**config.mk**
```make
export PLATFORM = sky130hd
export DESIGN_NAME = ppb_bist
export DESIGN_NICKNAME = d
export VERILOG_FILES = /design/src/pkg/ppb_pkg.sv /design/src/core/ppb_lfsr_step.sv /design/src/core/ppb_fifo.sv /design/src/core/ppb_bist.sv
export SDC_FILE = /design/constraint.sdc
export NUM_CORES = 1
export LEC_CHECK = 0
export BUFFER_PORTS_ARGS = -buffer_cell sky130_fd_sc_hd__buf_2
export CAP_MARGIN = 20
export CORE_MARGIN = 8
export CORE_UTILIZATION = 40
export CTS_CLUSTER_SIZE = 28
export DETAILED_ROUTE_END_ITERATION = 10
export SYNTH_ARGS = -nofsm -noshare
export SYNTH_HDL_FRONTEND = slang
export SYNTH_SLANG_ARGS = --single-unit
```
**constraint.sdc**
```tcl
create_clock -name sys_clk -period 7.5 [get_ports sys_clk]
set_input_delay 1.125 -clock sys_clk [delete_from_list [all_inputs] [get_ports sys_clk]]
set_output_delay 1.125 -clock sys_clk [all_outputs]
set_load 0.05 [all_outputs]
```
**src/pkg/ppb_pkg.sv**
```systemverilog
// constants, register map and carriers for the pseudo-random self test
// assumes one clock domain (sys_clk) and a synchronous active-low reset
`default_nettype none

package ppb_pkg;

  // ------------------------------------------------------------
  // register map (word offsets on the management port)
  // ------------------------------------------------------------
  localparam logic [7:0]  OFS_CTRL     = 8'h16;
  localparam logic [7:0]  OFS_STATUS   = 8'h17;
  localparam logic [7:0]  OFS_PKT_LEN  = 8'h18;
  localparam logic [7:0]  OFS_GAP_LEN  = 8'h19;
  localparam logic [7:0]  OFS_CHK_CTRL = 8'h39;
  localparam logic [7:0]  OFS_BYTE_CNT = 8'h3a;

  // ------------------------------------------------------------
  // field positions
  // ------------------------------------------------------------
  localparam int          CTRL_GEN_LSB  = 12;   // generator field [15:12]
  localparam int          CTRL_LB_LSB   = 10;   // loopback select [11:10]
  localparam int          ST_LOCK_BIT   = 0;
  localparam int          ST_LOST_BIT   = 1;
  localparam int          ST_BUSY_BIT   = 2;
  localparam int          CHK_CLR_BIT   = 0;    // write 1: clear counters
  localparam int          CHK_EN_BIT    = 1;    // checker enable
  localparam int          CHK_ERR_LSB   = 8;    // error count [15:8]

  // ------------------------------------------------------------
  // field values and reset values
  // ------------------------------------------------------------
  localparam logic [3:0]  GEN_OFF       = 4'h0;
  localparam logic [3:0]  GEN_CONT      = 4'hf;
  localparam logic [1:0]  LB_EXTERNAL   = 2'h0;
  localparam logic [1:0]  LB_DIGITAL    = 2'h1;
  localparam logic [1:0]  LB_ANALOG     = 2'h2;
  localparam logic [15:0] CTRL_RST      = 16'h0000;
  localparam logic [15:0] PKT_LEN_RST   = 16'h0040;
  localparam logic [15:0] GAP_LEN_RST   = 16'h000c;
  localparam logic [14:0] LFSR_SEED     = 15'h7fff;
  localparam logic [3:0]  LOCK_BYTES    = 4'h4;   // good bytes to lock
  localparam logic [3:0]  LOSS_ERRS     = 4'h4;   // bad bytes to drop lock

  // ------------------------------------------------------------
  // carriers
  // ------------------------------------------------------------
  typedef struct packed {
    logic        valid;
    logic [7:0]  data;
  } ppb_line_s;

  typedef struct packed {
    logic        wr;
    logic        rd;
    logic [7:0]  addr;
    logic [15:0] wdata;
  } ppb_mreq_s;

  typedef enum logic [1:0] {
    GEN_IDLE = 2'b00,
    GEN_PKT  = 2'b01,
    GEN_GAP  = 2'b10
  } ppb_gen_e;

endpackage : ppb_pkg

`default_nettype wire

```
**src/core/ppb_lfsr_step.sv**
```systemverilog
// one byte step of the 15-bit sequence register, x^15 + x^14 + 1
// purely combinational; the caller holds the state flop
`default_nettype none

module ppb_lfsr_step #(
  parameter int W = 15
) (
  input  wire logic [W-1:0] state_in,
  input  wire logic [7:0]   din,
  input  wire logic         use_din,
  output logic      [W-1:0] state_out,
  output logic      [7:0]   dout
);

  // ------------------------------------------------------------
  // eight serial shifts, msb first; use_din makes it self-seeding
  // ------------------------------------------------------------
  always_comb
  begin
    logic [W-1:0] s;
    logic         fb;
    s    = state_in;
    fb   = 1'b0;
    dout = 8'h00;
    for (int i = 7; i >= 0; i--)
    begin
      fb      = s[W-1] ^ s[W-2];
      dout[i] = fb;
      s       = {s[W-2:0], (use_din ? din[i] : fb)};
    end
    state_out = s;
  end

endmodule : ppb_lfsr_step

`default_nettype wire

```
**src/core/ppb_fifo.sv**
```systemverilog
// small synchronous fifo with valid/ready on both sides
// assumes depth is a power of two
`default_nettype none

module ppb_fifo #(
  parameter int W = 8,
  parameter int D = 8
) (
  input  wire logic         sys_clk,
  input  wire logic         rst_n,
  input  wire logic         in_valid,
  output logic              in_ready,
  input  wire logic [W-1:0] in_data,
  output logic              out_valid,
  input  wire logic         out_ready,
  output logic      [W-1:0] out_data
);

  localparam int AW = $clog2(D);

  logic [W-1:0]  mem_q [D];
  logic [AW-1:0] wr_q, wr_d, rd_q, rd_d;
  logic [AW:0]   cnt_q, cnt_d;
  logic          push, pop;

  // ------------------------------------------------------------
  // pointers and fill level
  // ------------------------------------------------------------
  always_comb
  begin
    in_ready  = (cnt_q != (AW+1)'(D));  // honest full
    out_valid = (cnt_q != '0);
    out_data  = mem_q[rd_q];
    push      = in_valid && in_ready;
    pop       = out_valid && out_ready;
    wr_d      = push ? wr_q + 1'b1 : wr_q;
    rd_d      = pop ? rd_q + 1'b1 : rd_q;
    cnt_d     = cnt_q + (AW+1)'(push) - (AW+1)'(pop);
  end

  always_ff @(posedge sys_clk)
  begin
    if (!rst_n)
    begin
      wr_q  <= '0;
      rd_q  <= '0;
      cnt_q <= '0;
    end
    else
    begin
      wr_q  <= wr_d;
      rd_q  <= rd_d;
      cnt_q <= cnt_d;
    end
  end

  // storage needs no reset; only words below the level are read
  always_ff @(posedge sys_clk)
  begin
    if (push)
      mem_q[wr_q] <= in_data;
  end

endmodule : ppb_fifo

`default_nettype wire

```
**src/core/ppb_bist.sv**
```systemverilog
// pseudo-random packet generator and byte checker with its registers
// assumes a register port on sys_clk and a byte-wide line that may stall
//
// Overview of operation
// - runs over internal digital, internal analog or external cable loopback.
// - random payload goes out as packets separated by idle gaps.
// - software programs packet length and gap length.
// - generator and checker are independent; generator streams while enabled.
// - pattern comes from a fifteen-bit linear feedback shift register.
// - checker compares received bits to its own sequence for pass or fail.
// - errored received bytes are counted while locked, readable at 0x39.
// - status at 0x17 shows lock, sync loss and generator busy.
// - received bytes are counted while the checker is enabled, readable at 0x3A.
// - generator field at 0x16: 0x0 off, 0xF continuous, nothing else.
// - in continuous mode counters wrap to zero at maximum.
`default_nettype none

module ppb_bist #(
  parameter int FIFO_DEPTH = 8,
  parameter int ERR_W      = 8
) (
  input  wire logic              sys_clk,
  input  wire logic              rst_n,
  input  wire ppb_pkg::ppb_mreq_s mreq,
  output logic      [15:0]       mgmt_rdata,
  output logic                   mgmt_rvalid,
  output ppb_pkg::ppb_line_s     tx_line,
  input  wire logic              tx_ready,
  input  wire ppb_pkg::ppb_line_s rx_line,
  output logic      [1:0]        lb_mode
);

  // ------------------------------------------------------------
  // register state
  // ------------------------------------------------------------
  logic [15:0]      ctrl_q, ctrl_d, pkt_len_q, pkt_len_d, gap_len_q, gap_len_d;
  logic             chk_en_q, chk_en_d;
  logic [15:0]      rdata_q, rdata_d;
  logic             rvalid_q, rvalid_d;
  logic [3:0]       gen_field;
  logic             cont;
  logic             clr_cnt;

  assign gen_field = ctrl_q[ppb_pkg::CTRL_GEN_LSB +: 4];
  assign cont      = (gen_field == ppb_pkg::GEN_CONT);
  assign clr_cnt   = mreq.wr && (mreq.addr == ppb_pkg::OFS_CHK_CTRL) && mreq.wdata[ppb_pkg::CHK_CLR_BIT];

  // ------------------------------------------------------------
  // generator state
  // ------------------------------------------------------------
  ppb_pkg::ppb_gen_e gst_q, gst_d;
  logic [15:0]      gcnt_q, gcnt_d;
  logic [14:0]      gen_s_q, gen_s_d, gen_s_nxt;
  logic [7:0]       gen_byte;
  logic             f_in_ready, f_out_valid, f_out_ready;
  logic [7:0]       f_out_data;
  logic             push;
  logic [15:0]      pkt_last, gap_last;

  // zero lengths behave as one byte / one cycle
  assign pkt_last = (pkt_len_q == 16'h0000) ? 16'h0000 : pkt_len_q - 16'h0001;
  assign gap_last = (gap_len_q == 16'h0000) ? 16'h0000 : gap_len_q - 16'h0001;
  assign push     = (gst_q == ppb_pkg::GEN_PKT) && f_in_ready;

  ppb_lfsr_step #(
    .W (15)
  ) u_gen_step (
    .state_in  (gen_s_q),
    .din       (8'h00),
    .use_din   (1'b0),
    .state_out (gen_s_nxt),
    .dout      (gen_byte)
  );

  // ------------------------------------------------------------
  // packet / gap sequencer
  // ------------------------------------------------------------
  always_comb
  begin
    gst_d   = gst_q;
    gcnt_d  = gcnt_q;
    gen_s_d = gen_s_q;
    case (gst_q)
      ppb_pkg::GEN_IDLE:
      begin
        gcnt_d = 16'h0000;
        if (cont)
          gst_d = ppb_pkg::GEN_PKT;
      end
      ppb_pkg::GEN_PKT:
      begin
        if (push)
        begin
          gen_s_d = gen_s_nxt;
          gcnt_d  = gcnt_q + 16'h0001;
          if (gcnt_q >= pkt_last)
          begin
            gcnt_d = 16'h0000;
            gst_d  = cont ? ppb_pkg::GEN_GAP : ppb_pkg::GEN_IDLE;
          end
        end
      end
      ppb_pkg::GEN_GAP:
      begin
        gcnt_d = gcnt_q + 16'h0001;
        if (gcnt_q >= gap_last)
        begin
          gcnt_d = 16'h0000;
          gst_d  = cont ? ppb_pkg::GEN_PKT : ppb_pkg::GEN_IDLE;
        end
      end
      default:
      begin
        gst_d  = ppb_pkg::GEN_IDLE;
        gcnt_d = 16'h0000;
      end
    endcase
  end

  always_ff @(posedge sys_clk)
  begin
    if (!rst_n)
    begin
      gst_q   <= ppb_pkg::GEN_IDLE;
      gcnt_q  <= 16'h0000;
      gen_s_q <= ppb_pkg::LFSR_SEED;
    end
    else
    begin
      gst_q   <= gst_d;
      gcnt_q  <= gcnt_d;
      gen_s_q <= gen_s_d;
    end
  end

  // ------------------------------------------------------------
  // transmit buffer and line register
  // ------------------------------------------------------------
  logic       txv_q, txv_d;
  logic [7:0] txd_q, txd_d;
  logic       line_ready;

  // internal loopbacks never stall: the checker always takes the byte
  assign line_ready  = (lb_mode != ppb_pkg::LB_EXTERNAL) || tx_ready;
  assign f_out_ready = !txv_q || line_ready;

  ppb_fifo #(
    .W (8),
    .D (FIFO_DEPTH)
  ) u_fifo (
    .sys_clk   (sys_clk),
    .rst_n     (rst_n),
    .in_valid  (gst_q == ppb_pkg::GEN_PKT),
    .in_ready  (f_in_ready),
    .in_data   (gen_byte),
    .out_valid (f_out_valid),
    .out_ready (f_out_ready),
    .out_data  (f_out_data)
  );

  always_comb
  begin
    txv_d = txv_q;
    txd_d = txd_q;
    if (f_out_ready)
    begin
      txv_d = f_out_valid;
      txd_d = f_out_data;
    end
  end

  always_ff @(posedge sys_clk)
  begin
    if (!rst_n)
    begin
      txv_q <= 1'b0;
      txd_q <= 8'h00;
    end
    else
    begin
      txv_q <= txv_d;
      txd_q <= txd_d;
    end
  end

  // one driver for the whole carrier
  assign tx_line = '{valid: txv_q, data: txd_q};

  // ------------------------------------------------------------
  // checker
  // ------------------------------------------------------------
  logic [14:0]      chk_s_q, chk_s_d, chk_s_nxt;
  logic [7:0]       pred;
  logic             lock_q, lock_d, lost_q, lost_d;
  logic [3:0]       good_q, good_d, bad_q, bad_d;
  logic [15:0]      bcnt_q, bcnt_d;
  logic [ERR_W-1:0] ecnt_q, ecnt_d;
  logic             rv;
  logic [7:0]       rb;
  logic             miss;
  logic             st_rd;

  assign rv    = chk_en_q && ((lb_mode == ppb_pkg::LB_EXTERNAL) ? rx_line.valid : txv_q);
  assign rb    = (lb_mode == ppb_pkg::LB_EXTERNAL) ? rx_line.data : txd_q;
  assign miss  = (rb != pred);
  assign st_rd = mreq.rd && (mreq.addr == ppb_pkg::OFS_STATUS);

  // unlocked: received bits seed the register; locked: it free-runs
  ppb_lfsr_step #(
    .W (15)
  ) u_chk_step (
    .state_in  (chk_s_q),
    .din       (rb),
    .use_din   (!lock_q),
    .state_out (chk_s_nxt),
    .dout      (pred)
  );

  always_comb
  begin
    chk_s_d = chk_s_q;
    lock_d  = lock_q;
    good_d  = good_q;
    bad_d   = bad_q;
    bcnt_d  = bcnt_q;
    ecnt_d  = ecnt_q;
    // a read clears sync loss; a new loss in the same cycle wins
    lost_d  = st_rd ? 1'b0 : lost_q;
    if (rv)
    begin
      chk_s_d = chk_s_nxt;
      if (bcnt_q != 16'hffff)
        bcnt_d = bcnt_q + 16'h0001;
      else if (cont)
        bcnt_d = 16'h0000;
      if (!lock_q)
      begin
        good_d = miss ? 4'h0 : good_q + 4'h1;
        if (!miss && (good_q + 4'h1 >= ppb_pkg::LOCK_BYTES))
        begin
          lock_d = 1'b1;
          bad_d  = 4'h0;
        end
      end
      else if (miss)
      begin
        if (ecnt_q != '1)
          ecnt_d = ecnt_q + ERR_W'(1);
        else if (cont)
          ecnt_d = '0;
        bad_d = bad_q + 4'h1;
        if (bad_q + 4'h1 >= ppb_pkg::LOSS_ERRS)
        begin
          lock_d = 1'b0;
          lost_d = 1'b1;
          good_d = 4'h0;
        end
      end
      else
        bad_d = 4'h0;
    end
    if (clr_cnt)
    begin
      bcnt_d = 16'h0000;
      ecnt_d = '0;
    end
  end

  always_ff @(posedge sys_clk)
  begin
    if (!rst_n)
    begin
      chk_s_q <= ppb_pkg::LFSR_SEED;
      lock_q  <= 1'b0;
      lost_q  <= 1'b0;
      good_q  <= 4'h0;
      bad_q   <= 4'h0;
      bcnt_q  <= 16'h0000;
      ecnt_q  <= '0;
    end
    else
    begin
      chk_s_q <= chk_s_d;
      lock_q  <= lock_d;
      lost_q  <= lost_d;
      good_q  <= good_d;
      bad_q   <= bad_d;
      bcnt_q  <= bcnt_d;
      ecnt_q  <= ecnt_d;
    end
  end

  // ------------------------------------------------------------
  // management registers
  // ------------------------------------------------------------
  always_comb
  begin
    ctrl_d    = ctrl_q;
    pkt_len_d = pkt_len_q;
    gap_len_d = gap_len_q;
    chk_en_d  = chk_en_q;
    rvalid_d  = mreq.rd;
    rdata_d   = 16'h0000;
    if (mreq.wr)
    begin
      case (mreq.addr)
        ppb_pkg::OFS_CTRL:     ctrl_d    = mreq.wdata;
        ppb_pkg::OFS_PKT_LEN:  pkt_len_d = mreq.wdata;
        ppb_pkg::OFS_GAP_LEN:  gap_len_d = mreq.wdata;
        ppb_pkg::OFS_CHK_CTRL: chk_en_d  = mreq.wdata[ppb_pkg::CHK_EN_BIT];
        default:               ctrl_d    = ctrl_q;
      endcase
    end
    if (mreq.rd)
    begin
      case (mreq.addr)
        ppb_pkg::OFS_CTRL:     rdata_d = ctrl_q;
        ppb_pkg::OFS_STATUS:   rdata_d = {13'h0000, (gst_q != ppb_pkg::GEN_IDLE), lost_q, lock_q};
        ppb_pkg::OFS_PKT_LEN:  rdata_d = pkt_len_q;
        ppb_pkg::OFS_GAP_LEN:  rdata_d = gap_len_q;
        ppb_pkg::OFS_CHK_CTRL: rdata_d = {ecnt_q, 6'h00, chk_en_q, 1'b0};
        ppb_pkg::OFS_BYTE_CNT: rdata_d = bcnt_q;
        default:               rdata_d = 16'h0000;   // unmapped reads zero
      endcase
    end
  end

  always_ff @(posedge sys_clk)
  begin
    if (!rst_n)
    begin
      ctrl_q    <= ppb_pkg::CTRL_RST;
      pkt_len_q <= ppb_pkg::PKT_LEN_RST;
      gap_len_q <= ppb_pkg::GAP_LEN_RST;
      chk_en_q  <= 1'b0;
      rdata_q   <= 16'h0000;
      rvalid_q  <= 1'b0;
    end
    else
    begin
      ctrl_q    <= ctrl_d;
      pkt_len_q <= pkt_len_d;
      gap_len_q <= gap_len_d;
      chk_en_q  <= chk_en_d;
      rdata_q   <= rdata_d;
      rvalid_q  <= rvalid_d;
    end
  end

  assign mgmt_rdata  = rdata_q;
  assign mgmt_rvalid = rvalid_q;
  assign lb_mode     = ctrl_q[ppb_pkg::CTRL_LB_LSB +: 2];
endmodule : ppb_bist

`default_nettype wire

```
**Word-level counts from Yosys, hierarchy flattened**

Memories as Yosys holds them, arrays and structs flattened. A register that Yosys moved wholly into a read port is not among the register bits.
Index checks and enable logic that the tools add are counted.

- Muxes and demuxes: 46
- Reduce and logical (&&, ||, !) cells: 34
- Equal/unequal tests: 19
- Multipliers: 0
- Shift-type cells: 0
- Bitwise gates (word level): 17
- Order comparisons: 4
- Divide/modulo/power cells: 0
- Add/subtract/negate cells: 11

Operators with widths:

| cell | count |
|---|---|
| $mux W16 | 7 |
| $pmux W16 S6 | 1 |
| $add A16 B1 Y16 const B | 2 |
| $eq A8 B5 Y1 const B | 4 |
| $ge A16 B16 Y1 | 2 |
| $logic_not A16 Y1 | 2 |
| $pmux W16 S2 | 1 |
| $sub A16 B1 Y16 const B | 2 |
| $mux W4 | 7 |
| $mux W8 | 3 |
| $mux W1 | 21 |
| $eq A8 B6 Y1 const B | 2 |
| $ne A16 B16 Y1 const B | 1 |
| $reduce_and A2 Y1 | 8 |
| $xor A1 B1 Y1 | 16 |
| $mux W2 | 5 |
| $reduce_bool A2 Y1 | 5 |
| $add A4 B1 Y4 const B | 2 |
| $add A8 B1 Y8 const B | 1 |
| $ge A4 B3 Y1 const B | 2 |
| $ne A2 B2 Y1 const B | 4 |
| $ne A8 B8 Y1 | 1 |
| $ne A8 B8 Y1 const B | 1 |
| $reduce_and A4 Y1 | 2 |
| 17 further kinds | 29 |

- Bits in registers: 159
- Bits in latches: 0
- RAM bits: 64
- Memory bits (read-only): 0
- Memories kept: 1
- Word-level logic and storage cells: 152

Memory list:

| name | depth | bits a word | read ports | clocked after Yosys merged registers in | write ports | RTL line | RTL |
|---|---|---|---|---|---|---|---|
| u_fifo.mem_q | 8 | 8 | 1 | 1 | 1 | ppb_fifo.sv:21 | `logic [W-1:0] mem_q [D];` |

**Logic depth before layout (Yosys ltp)**

- Word-level depth: 7
- Gate-level depth with buffers: 15
- Depth with buffers taken out: 14

**Modules after synthesis**

Synthesis repeated with hierarchy kept, for this count alone.

- Cells, all modules: 1,314
- Area, all modules: 12,056.6 µm²

By module, submodules not included:

| module | instances | cells an instance | area each (µm²) |
|---|---|---|---|
| ppb_bist | 1 | 1,096 | 8,440.6 |
| ppb_fifo | 1 | 170 | 3,175.5 |
| ppb_lfsr_step | 2 | 24 | 220.2 |

**Worst setup path before layout**

No wires, ideal clock.

- Kind: register to register
- From: reg pkt_len_q[8]
- To: reg gst_q[0]
- Setup slack: 3,721 ps
- Arrival time: 3,656 ps
- Period minus slack after synthesis: 3,779 ps
- Library setup time: 123 ps
- Stages on the path, launching flop included: 14
- Cells stage by stage: dfxtp_1 -> clkbuf_1 -> or4_1 -> nor4_1 -> nand4b_1 -> and2_1 -> ha_1 -> nand2b_1 -> a31oi_1 -> or4_1 -> a211oi_1 -> o22ai_2 -> a211oi_2 -> mux2_1

- Cells in the longest elaborated chain, start to end: 5
- Elaborated cells on any way between the ends: 6
- Those cells by class: add/sub: 1; order compare: 1; eq/ne: 1; mux: 1; reduce/logical: 2

RTL lines:

| item | RTL line | RTL |
|---|---|---|
| start, declared | ppb_bist.sv:36 | `logic [15:0] ctrl_q, ctrl_d, pkt_len_q, pkt_len_d, gap_len_q, gap_len_d;` |
| start signal, assigned | ppb_bist.sv:333 | `pkt_len_q <= ppb_pkg::PKT_LEN_RST;` |
| start signal, assigned | ppb_bist.sv:342 | `pkt_len_q <= pkt_len_d;` |
| $sub A16 B1 Y16 or $logic_not A16 Y1 (tied branches) | ppb_bist.sv:61 | `assign pkt_last = (pkt_len_q == 16'h0000) ? 16'h0000 : pkt_len_q - 16'h0001;` |
| $mux W16 * | ppb_bist.sv:61 |  |
| $ge A16 B16 Y1 * | ppb_bist.sv:96 | `if (gcnt_q >= pkt_last)` |
| $ne A2 B2 Y1 (no line) * | - |  |
| $reduce_and A4 Y1 (no line) * | - |  |
| end signal, assigned | ppb_bist.sv:124 | `gst_q <= ppb_pkg::GEN_IDLE;` |
| end signal, assigned | ppb_bist.sv:130 | `gst_q <= gst_d;` |
| end, declared | ppb_bist.sv:51 | `ppb_pkg::ppb_gen_e gst_q, gst_d;` |

Every way passes the cells marked *; elsewhere a longest branch is shown, timed or not.
A chain may end at the register's enable or synchronous reset.

**Worst setup path in the final report**

Ends and elaborated chain as after synthesis.

==> out/metrics.cfg <==
[outcome]
status=finished, final reports clean

[clock_tree]
cts_buffers=26
insertion_delay_ns=0.53
htree_levels=1
ctsResizeCount=0
cts_tree=yes
clk_path_buf_depth=3
cts_hold_buf=0
clockRootBuffer=clkbuf_16
numClockSinks=231
post_cts_buffers=0
clk_pin_slew_ns=0.06

[sta]
hold_viol_final=0
period_minus_slack_ns=4.64
min_period_over_period=0.619
tns_ns=0
finalMaxSlewViolations=0
rsz0062_at_grt=no
fmax_mhz=215
post-route-worst-setup-slack_ns=2.86
worst_hold_slack_ns=0.455
worst_pin_slew_ns=1.08
finalSetupViolCount=0
fin_skew_ns=0.00964
slew_headroom=0.278

[placed_design]
numPortBuffers=65
gp_congestion=0.868
place_ws_ns=2.90
dp_hpwl_mm=21.1
dp.cells=1620

[yosys]
syn-num-nets=1321
synth_area_mm2=0.0115
yosys_warnings=0
async_flop_share=0
ys_types=79
synthTopCellsByArea=dfxtp_1, edfxtp_1, nand2_1
synth_edf_count=64
ys_ff_latch=231
yosys-top-cells-count=nand2_1, dfxtp_1, nor2_1
yosysMostFrequentCell=nand2_1
synth-seq-area-share=0.456
yosysTopAreaCell=dfxtp_1
synthCells=1229
syn_avg_cell_area_um2=9.40
netlist.area_leader.share=0.289
ys_dominant_reg_cell=dfxtp_1

[worst_setup_path]
crit_path_end_kind=register
r2r_start=pkt_len_q[8]
worst-endpoint-arrival_ns=5.06
cp-start-kind=register
cp.required_ns=7.91
criticalPathCategory=reg -> reg
worstPathMaxFanout=16
worst-r2r-cell-count=12
critPathLaunch=pkt_len_q[8]

[layout]
final_nets=1356
seqCellArea_mm2=0.00527
diodes=0
layout.cells.non_filler=1668
multiInputGateArea_mm2=0.00587
areaGrowthSynthToFinish_pct=12.0
drive_gt1_frac=0.127
n_fill_cell=2807

[global_routing]
grt_antenna_before_repair=0
grt_pass1_wl_mm=47.5
grt_max_degree=73
grt_pass1_vias=8689
track_usage=0.173
overflow=0

[routing]
detail_route.drc_violations=0
wl_per_cell_um=18.1
routed_wl_mm=30.1
dr.pass1.iters=7
vias=9274
drtIter0Drc=785
ant_nets=0
vias_per_cell=5.56

[floorplanning]
coreArea_mm2=0.0285
fp.dieH_um=186
io-pin-count=66
die_width_um=186
die_area_mm2=0.0346
rows=62
initial_core_util=0.405

[hold_path]
worstHoldPathType=reg -> reg
hp-start=ctrl_q[3]
min_path_cells=2

[power]
ir_drop_mv=0.195
power.total_mw=3.12
leakage_nw=4.88
power_density_mw_per_mm2=241

[run]
max_cap_violations=0

## cell type report
cell class                 count  share of cell area
timing repair buffer          74              0.0304
inverter                      25             0.00725
multi-input combinational    906               0.454
sequential                   231               0.407
clock buffer                  35              0.0544
clock inverter                13              0.0103
tap                          384              0.0371
## critical path, cell delays in order, from the launching register on
cell and delay (ns):
dfxtp_1 0.37, or4_1 0.61, nor4_1 0.31, nand4b_1 0.53
and2_1 0.37, ha_1 0.26, nand2b_1 0.09, a31oi_1 0.07
or4_1 0.53, a211oi_1 0.34, o22ai_2 0.33, a211oi_2 0.34
mux2_1 0.35
## worst paths after layout
| kind | slack, ns | to |
|---|---|---|
| worst max-delay path | 2.86 | gst_q[0] |
| worst min-delay path | 0.46 | ctrl_q[3] |
| worst max register to register | 2.86 | gst_q[0] |
| worst min register to register | 0.46 | ctrl_q[3] |
## where the power goes
part	total [mW]	internal (mW)	switching [mW]
clock network	1.25	0.730	0.519
logic	0.457	0.184	0.272
registers	1.41	1.35	0.0603
## layout by cell type, fill, tap and decap left out, types with 14 or more instances in the layout
master / n
ha_1: 53
o21ai_0: 37
mux2i_1: 14
clkbuf_16: 26
dfxtp_1: 167
inv_1: 24
nand3_1: 84
nor3_1: 16
xnor2_1: 25
nor2_1: 86
a222oi_1: 17
a21oi_1: 82
buf_2: 65
edfxtp_1: 64
xor2_1: 45
nand4_1: 21
and3_1: 17
nand2_1: 220
mux4_2: 16
## sequential cells by signal, indices dropped and copies added (netlist names), 4 cells and up
name and cells:
bad_q 4, bcnt_q 16, chk_s_q 15, ctrl_q 16, ecnt_q 8, gap_len_q 16, gcnt_q 16, gen_s_q 15
good_q 4, mgmt_rdata 16, pkt_len_q 16, txd_q 8, u_fifo.cnt_q 4, u_fifo.mem_q 64
## cells by family (layout without fill, tap and decap cells)
group,count (synthesis),after routing,share of synthesized area
muxes,37,37,0.0502
DFF,231,231,0.456
buffers and inverters,92,147,0.0381
adders and majority gates,54,54,0.0592
AOI/OAI and AO/OA,216,216,0.122
and+or+nand+nor,529,529,0.221
xor gates and xnor gates,70,70,0.0531
## stage by stage
stage	area, um2	util
floorplan	11500	-
global placement	12100	0.424
detailed placement	12100	0.424
CTS	12900	0.453
global route	12900	0.453
finish	12900	0.453
## layer usage
| layer | share of wire | track usage | vias up | wire length, um |
|---|---|---|---|---|
| met1 | 0.46 | 0.240 | 4450 | 13900 |
| li1 | - | - | 4493 | - |
| met4 | 0.022 | 0.0467 | 0 | 671 |
| met2 | 0.45 | 0.277 | 288 | 13700 |
| met5 | 0 | 0 | - | 0 |
| met3 | 0.063 | 0.0252 | 43 | 1890 |
Power figures use the tool's default switching activity.
